===== src/design/hipot_pkg.sv =====
// Constants, types and register map of the hipot test control sequencer
//
// Overview of operation
// - Over-current fail holds lamp and alarm until reset
// - Ground fault latches fail, ready lamp off
// - Under-current fail tone one second, then self-reset
// - Two-palm fail signal two seconds, then self-reset
// - Ohm-sense fail beeps until reset, no lamps
// - Optional tone beeps during test, not failure
// - Ready lamp and test only with ground good
// - Start from panel, remote or two-palm source
// - Test start enables high voltage, testing lamp
// - Testing lamp off when dwell time elapses
// - Over-current, ground loss or arc aborts, latches fail
// - High voltage stops whenever a test finishes
// - Latched fail refuses new test until reset
// - Reset clears latched or ohm-sense fail and alarm, ready returns; timed fails ignore it
// - Dwell time adjustable one to ninety seconds
// - High voltage removed within two milliseconds
package hipot_pkg;

  // ----------------------------------------------------------------
  // Timing
  // ----------------------------------------------------------------
  localparam int unsigned CLK_PERIOD_NS  = 4;
  localparam int unsigned TICK_NS        = 1_000_000;
  localparam int unsigned TICK_CYC       = TICK_NS / CLK_PERIOD_NS;
  localparam int unsigned TICK_W         = 18;
  localparam int unsigned MS_W           = 17;
  localparam int unsigned MS_PER_S       = 1000;
  localparam int unsigned UNDER_FAIL_MS  = 1000;
  localparam int unsigned PALM_FAIL_MS   = 2000;
  localparam int unsigned OHM_HALF_MS    = 320;
  localparam int unsigned TONE_HALF_MS   = 100;
  localparam int unsigned BEEP_W         = 9;
  localparam int unsigned DB_MS          = 10;
  localparam int unsigned DB_W           = 4;
  localparam int unsigned HV_OFF_MAX_NS  = 2_000_000;

  // ----------------------------------------------------------------
  // Register map (byte offsets, word index in bits 3:2)
  // ----------------------------------------------------------------
  localparam logic [1:0] IDX_CTRL  = 2'h0;
  localparam logic [1:0] IDX_STAT  = 2'h1;
  localparam logic [1:0] IDX_IRQ   = 2'h2;
  localparam logic [1:0] IDX_MASK  = 2'h3;
  localparam int unsigned DWELL_W     = 7;
  localparam int unsigned CTRL_TONE   = 8;
  localparam int unsigned CTRL_FINE   = 9;
  localparam logic [6:0] DWELL_MIN_S = 7'h01;
  localparam logic [6:0] DWELL_MAX_S = 7'h5a;
  localparam logic [6:0] DWELL_RST_S = 7'h3c;
  localparam int unsigned STAT_GND    = 5;
  localparam int unsigned STAT_GFLT   = 6;
  localparam int unsigned IRQ_W       = 4;
  localparam int unsigned IRQ_PASS    = 0;
  localparam int unsigned IRQ_LATCH   = 1;
  localparam int unsigned IRQ_TIMED   = 2;
  localparam int unsigned IRQ_OHM     = 3;

  // ----------------------------------------------------------------
  // Sequencer states
  // ----------------------------------------------------------------
  typedef enum logic [4:0] {
    S_IDLE  = 5'h01,
    S_TEST  = 5'h02,
    S_LATCH = 5'h04,
    S_TIMED = 5'h08,
    S_OHM   = 5'h10
  } state_e;

endpackage : hipot_pkg


===== src/design/btn_if.sv =====
// Button debounce connection between sequencer and debouncer
`timescale 1ns/100ps
`default_nettype none
interface btn_if;
  logic tick;
  logic raw;
  logic press;
  modport deb (input tick, input raw, output press);
  modport seq (output tick, output raw, input press);
endinterface : btn_if
`default_nettype wire


===== src/design/btn_debounce.sv =====
// Synchroniser and debouncer for one panel button
`timescale 1ns/100ps
`default_nettype none
module btn_debounce
  import hipot_pkg::*;
#(
  parameter logic [DB_W-1:0] DB_TICKS = DB_W'(DB_MS)
) (
  // Clock and reset
  input  wire logic CLK_I,
  input  wire logic RST_I,
  // Button
  btn_if.deb        btn
);

  typedef struct packed {
    logic            sync1;
    logic            sync2;
    logic            stable;
    logic [DB_W-1:0] cnt;
    logic            press;
  } deb_s;

  deb_s s_q;
  deb_s s_d;

  // ----------------------------------------------------------------
  // Next state
  // ----------------------------------------------------------------
  always_comb begin
    s_d       = s_q;
    s_d.press = 1'b0;
    s_d.sync1 = btn.raw;
    s_d.sync2 = s_q.sync1;
    if (s_q.sync2 == s_q.stable) begin
      s_d.cnt = '0;
    end else if (btn.tick) begin
      if (s_q.cnt == DB_TICKS - 1'b1) begin
        s_d.cnt    = '0;
        s_d.stable = s_q.sync2;
        s_d.press  = s_q.sync2;
      end else begin
        s_d.cnt = s_q.cnt + 1'b1;
      end
    end
  end

  always_ff @(posedge CLK_I or posedge RST_I) begin
    if (RST_I) begin
      s_q <= '0;
    end else begin
      s_q <= s_d;
    end
  end

  assign btn.press = s_q.press;
endmodule : btn_debounce
`default_nettype wire


===== src/design/hipot_sequencer.sv =====
// Hipot test control sequencer with Wishbone register slave
//
// Decided for this implementation: the Wishbone interface to the registers and the register offsets.
`timescale 1ns/100ps
`default_nettype none
module hipot_sequencer
  import hipot_pkg::*;
#(
  parameter int unsigned TICK_CYCLES = TICK_CYC
) (
  // Clock and reset
  input  wire logic        CLK_I,
  input  wire logic        RST_I,
  // Wishbone slave
  input  wire logic [3:0]  ADR_I,
  input  wire logic [31:0] DAT_I,
  output var  logic [31:0] DAT_O,
  input  wire logic        WE_I,
  input  wire logic [3:0]  SEL_I,
  input  wire logic        CYC_I,
  input  wire logic        STB_I,
  output var  logic        ACK_O,
  output var  logic        INT_O,
  // Start and reset sources
  input  wire logic        START_BTN_I,
  input  wire logic        RESET_BTN_I,
  input  wire logic        REM_START_I,
  input  wire logic        REM_RESET_I,
  input  wire logic        PALM_START_I,
  // Sense and trip inputs
  input  wire logic        GND_OK_I,
  input  wire logic        OVER_CUR_I,
  input  wire logic        UNDER_CUR_I,
  input  wire logic        ARC_I,
  input  wire logic        PALM_FAIL_I,
  input  wire logic        OHM_FAIL_I,
  // Lamps, alarm, high voltage and ground fine output
  output var  logic        READY_LAMP_O,
  output var  logic        TEST_LAMP_O,
  output var  logic        FAIL_LAMP_O,
  output var  logic        ALARM_O,
  output var  logic        HV_ON_O,
  output var  logic        GND_FINE_O
);

  typedef struct packed {
    state_e             state;
    logic [TICK_W-1:0]  tick_cnt;
    logic [MS_W-1:0]    ms_cnt;
    logic [BEEP_W-1:0]  beep_cnt;
    logic               beep;
    logic               timed_long;
    logic               gnd_fault;
    logic [DWELL_W-1:0] dwell;
    logic               tone_en;
    logic               gnd_fine;
    logic [IRQ_W-1:0]   irq;
    logic [IRQ_W-1:0]   mask;
    logic               ack;
    logic [31:0]        dat;
    logic               rem_start;
    logic               rem_reset;
    logic               palm_start;
  } seq_s;

  seq_s s_q;
  seq_s s_d;

  logic            tick;
  logic            start_ev;
  logic            reset_ev;
  logic            fault;
  logic            req;
  logic [MS_W-1:0] dwell_ms;
  logic [MS_W-1:0] timed_ms;
  logic [BEEP_W-1:0] half_ms;
  logic [6:0]      wdwell;

  btn_if start_btn ();
  btn_if reset_btn ();

  // ----------------------------------------------------------------
  // Button debouncers
  // ----------------------------------------------------------------
  assign start_btn.tick = tick;
  assign start_btn.raw  = START_BTN_I;
  assign reset_btn.tick = tick;
  assign reset_btn.raw  = RESET_BTN_I;

  btn_debounce u_start_db (
    .CLK_I (CLK_I),
    .RST_I (RST_I),
    .btn   (start_btn.deb)
  );

  btn_debounce u_reset_db (
    .CLK_I (CLK_I),
    .RST_I (RST_I),
    .btn   (reset_btn.deb)
  );

  // ----------------------------------------------------------------
  // Events and limits
  // ----------------------------------------------------------------
  assign tick     = (s_q.tick_cnt == TICK_W'(TICK_CYCLES - 1));
  assign start_ev = start_btn.press | (REM_START_I & ~s_q.rem_start)
                  | (PALM_START_I & ~s_q.palm_start);
  assign reset_ev = reset_btn.press | (REM_RESET_I & ~s_q.rem_reset);
  assign fault    = OVER_CUR_I | ARC_I | ~GND_OK_I;
  assign dwell_ms = MS_W'(s_q.dwell * MS_W'(MS_PER_S));
  assign timed_ms = s_q.timed_long ? MS_W'(PALM_FAIL_MS)
                                   : MS_W'(UNDER_FAIL_MS);
  assign half_ms  = (s_q.state == S_OHM) ? BEEP_W'(OHM_HALF_MS)
                                         : BEEP_W'(TONE_HALF_MS);
  assign req      = CYC_I & STB_I & ~s_q.ack;
  assign wdwell   = DAT_I[DWELL_W-1:0];

  // ----------------------------------------------------------------
  // Next state
  // ----------------------------------------------------------------
  always_comb begin
    s_d            = s_q;
    s_d.ack        = 1'b0;
    s_d.rem_start  = REM_START_I;
    s_d.rem_reset  = REM_RESET_I;
    s_d.palm_start = PALM_START_I;
    s_d.tick_cnt   = tick ? '0 : s_q.tick_cnt + 1'b1;

    // Register access
    if (req) begin
      s_d.ack = 1'b1;
      s_d.dat = '0;
      if (WE_I) begin
        if (ADR_I[3:2] == IDX_CTRL && SEL_I[0]) begin
          if (wdwell < DWELL_MIN_S) begin
            s_d.dwell = DWELL_MIN_S;
          end else if (wdwell > DWELL_MAX_S) begin
            s_d.dwell = DWELL_MAX_S;
          end else begin
            s_d.dwell = wdwell;
          end
        end
        if (ADR_I[3:2] == IDX_CTRL && SEL_I[1]) begin
          s_d.tone_en  = DAT_I[CTRL_TONE];
          s_d.gnd_fine = DAT_I[CTRL_FINE];
        end
        if (ADR_I[3:2] == IDX_MASK && SEL_I[0]) begin
          s_d.mask = DAT_I[IRQ_W-1:0];
        end
      end else begin
        case (ADR_I[3:2])
          IDX_CTRL: begin
            s_d.dat[DWELL_W-1:0] = s_q.dwell;
            s_d.dat[CTRL_TONE]   = s_q.tone_en;
            s_d.dat[CTRL_FINE]   = s_q.gnd_fine;
          end
          IDX_STAT: begin
            s_d.dat[4:0]       = s_q.state;
            s_d.dat[STAT_GND]  = GND_OK_I;
            s_d.dat[STAT_GFLT] = s_q.gnd_fault;
          end
          IDX_IRQ: begin
            s_d.dat[IRQ_W-1:0] = s_q.irq;
            s_d.irq            = '0;
          end
          IDX_MASK: begin
            s_d.dat[IRQ_W-1:0] = s_q.mask;
          end
          default: begin
            s_d.dat = '0;
          end
        endcase
      end
    end

    // Timers
    if (tick) begin
      s_d.ms_cnt = s_q.ms_cnt + 1'b1;
      if (s_q.beep_cnt == half_ms - 1'b1) begin
        s_d.beep_cnt = '0;
        s_d.beep     = ~s_q.beep;
      end else begin
        s_d.beep_cnt = s_q.beep_cnt + 1'b1;
      end
    end

    // Sequencer
    case (s_q.state)
      S_IDLE: begin
        if (OHM_FAIL_I) begin
          s_d.state          = S_OHM;
          s_d.irq[IRQ_OHM]   = 1'b1;
        end else if (PALM_FAIL_I) begin
          s_d.state          = S_TIMED;
          s_d.timed_long     = 1'b1;
          s_d.irq[IRQ_TIMED] = 1'b1;
        end else if (start_ev && GND_OK_I) begin
          s_d.state = S_TEST;
        end
      end
      S_TEST: begin
        if (reset_ev) begin
          s_d.state          = S_IDLE;
        end else if (fault) begin
          s_d.state          = S_LATCH;
          s_d.gnd_fault      = ~GND_OK_I;
          s_d.irq[IRQ_LATCH] = 1'b1;
        end else if (OHM_FAIL_I) begin
          s_d.state          = S_OHM;
          s_d.irq[IRQ_OHM]   = 1'b1;
        end else if (PALM_FAIL_I) begin
          s_d.state          = S_TIMED;
          s_d.timed_long     = 1'b1;
          s_d.irq[IRQ_TIMED] = 1'b1;
        end else if (UNDER_CUR_I) begin
          s_d.state          = S_TIMED;
          s_d.timed_long     = 1'b0;
          s_d.irq[IRQ_TIMED] = 1'b1;
        end else if (tick && s_q.ms_cnt == dwell_ms - 1'b1) begin
          s_d.state          = S_IDLE;
          s_d.irq[IRQ_PASS]  = 1'b1;
        end
      end
      S_LATCH: begin
        if (reset_ev) begin
          s_d.state     = S_IDLE;
          s_d.gnd_fault = 1'b0;
        end
      end
      S_TIMED: begin
        if (tick && s_q.ms_cnt == timed_ms - 1'b1) begin
          s_d.state = S_IDLE;
        end
      end
      S_OHM: begin
        if (reset_ev) begin
          s_d.state = S_IDLE;
        end
      end
      default: begin
        s_d.state = S_IDLE;
      end
    endcase

    if (s_d.state != s_q.state) begin
      s_d.ms_cnt   = '0;
      s_d.beep_cnt = '0;
      s_d.beep     = 1'b0;
    end
  end

  always_ff @(posedge CLK_I or posedge RST_I) begin
    if (RST_I) begin
      s_q       <= '0;
      s_q.state <= S_IDLE;
      s_q.dwell <= DWELL_RST_S;
    end else begin
      s_q <= s_d;
    end
  end

  // ----------------------------------------------------------------
  // Outputs
  // ----------------------------------------------------------------
  assign ACK_O        = s_q.ack;
  assign DAT_O        = s_q.dat;
  assign INT_O        = |(s_q.irq & s_q.mask);
  assign GND_FINE_O   = s_q.gnd_fine;
  assign READY_LAMP_O = GND_OK_I & ((s_q.state == S_IDLE)
                      | ((s_q.state == S_LATCH) & ~s_q.gnd_fault));
  assign TEST_LAMP_O  = (s_q.state == S_TEST);
  assign HV_ON_O      = (s_q.state == S_TEST);
  assign FAIL_LAMP_O  = (s_q.state == S_LATCH) | (s_q.state == S_TIMED);
  assign ALARM_O      = FAIL_LAMP_O | ((s_q.state == S_OHM) & s_q.beep)
                      | (TEST_LAMP_O & s_q.tone_en & s_q.beep);
endmodule : hipot_sequencer
`default_nettype wire


===== config.mk =====
export PLATFORM = sky130hd
export DESIGN_NAME = hipot_sequencer
export DESIGN_NICKNAME = d
export VERILOG_FILES = /design/src/design/hipot_pkg.sv /design/src/design/btn_if.sv /design/src/design/btn_debounce.sv /design/src/design/hipot_sequencer.sv
export SDC_FILE = /design/constraint.sdc
export NUM_CORES = 1
export LEC_CHECK = 0
export ABC_AREA = 1
export BUFFER_PORTS_ARGS = -buffer_cell sky130_fd_sc_hd__clkbuf_2
export CORE_MARGIN = 2
export CORE_UTILIZATION = 54
export DETAILED_ROUTE_END_ITERATION = 10
export PLACE_DENSITY_LB_ADDON = 0.3
export SLEW_MARGIN = 20
export SYNTH_ARGS = -nofsm -noshare
export SYNTH_HDL_FRONTEND = slang
export SYNTH_SLANG_ARGS = --single-unit

===== constraint.sdc =====
create_clock -name CLK_I -period 4.6 [get_ports CLK_I]
set_clock_uncertainty 0.2 [all_clocks]
set_input_delay 0.46 -clock CLK_I [delete_from_list [all_inputs] [get_ports CLK_I]]
set_output_delay 0.46 -clock CLK_I [all_outputs]
set_load 0.01 [all_outputs]

==> flow_metrics.tcl <==
set metrics [dict create \
    place_congestion 0.891 \
    slowest_delay_ps 580 \
    synth_warnings 0 \
    avgViaCountPerCell 5.14 \
    die-area_mm2 0.0148 \
    synth_cells 1002 \
    crit_top_cell "fa_1" \
    area_growth_pct 14.6 \
    drc 0 \
    final-setup-viol-count 31 \
    ioPinCount 96 \
    drtAntennaViolNets 0 \
    start_util_pct 55.8 \
    slew_headroom_pct 44.3 \
    hpwlAfterDp_mm 12.7 \
    synth_most_common_cell "nand2_1" \
    synth_flop_cell "dfrtp_1" \
    dpl-instance-area_mm2 0.00802 \
    status "finished, violations left" \
    crit_path_max_fanout 8 \
    r2r_slack_ps -730 \
    cts_buffers 9 \
    ys_seq_elements 98 \
    die_x_um 122 \
    routedWlPerCell_um 12.8 \
    htreeDepth 3 \
    synthArstFlopShare_pct 100 \
    worst_slack_ps -727 \
    seqCellArea_mm2 0.00246 \
    cts.sinks 98 \
    failed_checks "negative setup slack" \
    grt_pass1_vias 5920 \
    cts_max_path_buffers 2 \
    finish.utilization_pct 63.9 \
    synth_top_area_share_pct 31.1 \
    grt_max_degree 70 \
    crit_arrival_ps 5420 \
    cp.required_ps 4690 \
    grt_use_total_pct 23.0 \
    antennaDiodeCount 0 \
    first_pass_iters 5 \
    finalMaxSlewViolations 0 \
    cts_tree "yes" \
    totalNegativeSetupSlack_ps -19840 \
    placed_cells 1244 \
    fp.dieH_um 122 \
    hp-class "input port to flop" \
    synth_area_leaders "dfrtp_1, nand2_1, inv_1" \
    wl_mm 16.3 \
    clkTransAtPathRegs_ps 70 \
    period_share_pct 116 \
    cp-start-kind "flop" \
    clock-root-buffer "clkbuf_16" \
    netlist_area_mm2 0.00748 \
    path_delay_family "adder cells" \
    ys_seq_area_share_pct 32.9 \
    crit_path_end_kind "flop" \
    io_buffer_count 45 \
    critPathKind "flop to flop" \
    multi_input_area_mm2 0.00425 \
    final_nets 1204 \
    synth_top_cells_by_count "nand2_1, inv_1, dfrtp_1, nor2_1, nand3_1" \
    cap_violations 0 \
    yosysUniqueCellTypes 57 \
    antenna_found_initial 1 \
    final_layout_size_suffix_gt1_share_pct 18.0 \
    avgSynthCellArea_um2 7.46 \
    final_cells 1268 \
    fmax_mhz 188 \
    hold_viol_final 0 \
    rsz0062_at_grt "yes" \
    grt-ovfl-total 0 \
    cp_slowest_cell "dfstp_2" \
    fillers 1210 \
    fin_area_mm2 0.00857 \
    vias 6520 \
    grt_pass1_wl_mm 27.1 \
    rows 42 \
    clock_latency_ps 360 \
    synth_edf_count 0 \
    drtIter0Drc 454 \
    fin_crit_ps 5330 \
    worst_slew_pin_slew_ps 835 \
    coreArea_mm2 0.0134 \
    yosysTopAreaCell "dfrtp_1" \
    path_buf_inv 4 \
]
repair_timing:
action | in CTS | in global routing
hold endpoints to repair | 0 | 1
endpoints found under the setup margin | 31 | 31
pin swaps | 2 | 27
setup buffers | 4 | 4
cloned | 1 | 0
hold buffers | 0 | 1
gates resized for setup | 15 | 35
routing by layer:
| layer | track usage [%] | vias to the layer above | wire (um) |
|---|---|---|---|
| li1 | - | 3304 | - |
| met5 | 0 | - | 11 |
| met1 | 32.0 | 3023 | 7590 |
| met3 | 5.15 | 26 | 793 |
| met4 | 6.25 | 2 | 301 |
| met2 | 36.5 | 165 | 7590 |
cell usage in the layout, fill, tap and decap left out, drive strengths merged, types with 6 or more instances in the layout:
cell,count
nor3,23
clkbuf,56
inv,194
a21oi,26
o21ai,45
nor4,12
buf,49
nand3,75
dfrtp,93
xor2,18
nand2,242
xnor2,6
conb,23
fa,18
nand4,25
ha,42
nor2,96
registers in the layout (all words and copies together) (netlist names):
signal                count
u_start_db.s_d            1
GND_FINE_O                1
s_q                      71
ACK_O                     1
u_start_db.s_q            6
DAT_O                     9
u_reset_db.btn.press      1
u_reset_db.s_q            6
u_reset_db.s_d            1
u_start_db.btn.press      1
layout make-up:
| class | count | area share, % |
|---|---|---|
| clock inverters | 4 | 0.336 |
| repair buffers | 95 | 7.45 |
| inverters | 193 | 8.57 |
| clock buffers | 11 | 2.72 |
| flip-flops and latches | 98 | 28.7 |
| multi-input cells | 691 | 49.7 |
| well taps | 176 | 2.57 |
through the flow:
step | hold WS [ps] | setup slack (ps)
floorplan | 131 | -208
global placement | 131 | -580
detailed placement | 137 | -628
CTS | 4.07 | -600
global route | 2.11 | -1010
finish | 15.3 | -727
path summary, 6_finish.rpt:
check | start | cells after the start | endpoint
setup / recovery | s_q[48]$_DFFE_PP1P_ | 26 | s_q[58]$_DFFE_PP0P_
setup reg to reg | s_q[48]$_DFFE_PP1P_ | 26 | s_q[58]$_DFFE_PP0P_
hold reg to reg | u_reset_db.s_d[6]$_DFF_PP0_ | 0 | u_reset_db.s_q[6]$_DFF_PP0_
hold / removal | RESET_BTN_I | 1 | u_reset_db.s_d[6]$_DFF_PP0_
max in group asynchronous | RST_I | 3 | DAT_O[8]$_DFFE_PP0P_
min in group asynchronous | RST_I | 2 | u_start_db.s_d[6]$_DFF_PP0_
cells by family after synthesis:
logic type,after synthesis,share of synthesized area [%]
simple gates,481,30.2
buf+inv,235,14.0
compound gates,103,8.18
flops,98,32.9
fa+ha+maj,60,11.8
xor+xnor,24,2.81
other cells,1,0.0502
Power is not shown: default switching activity piles up to over one toggle a cycle in this logic, so the estimate is an artifact.
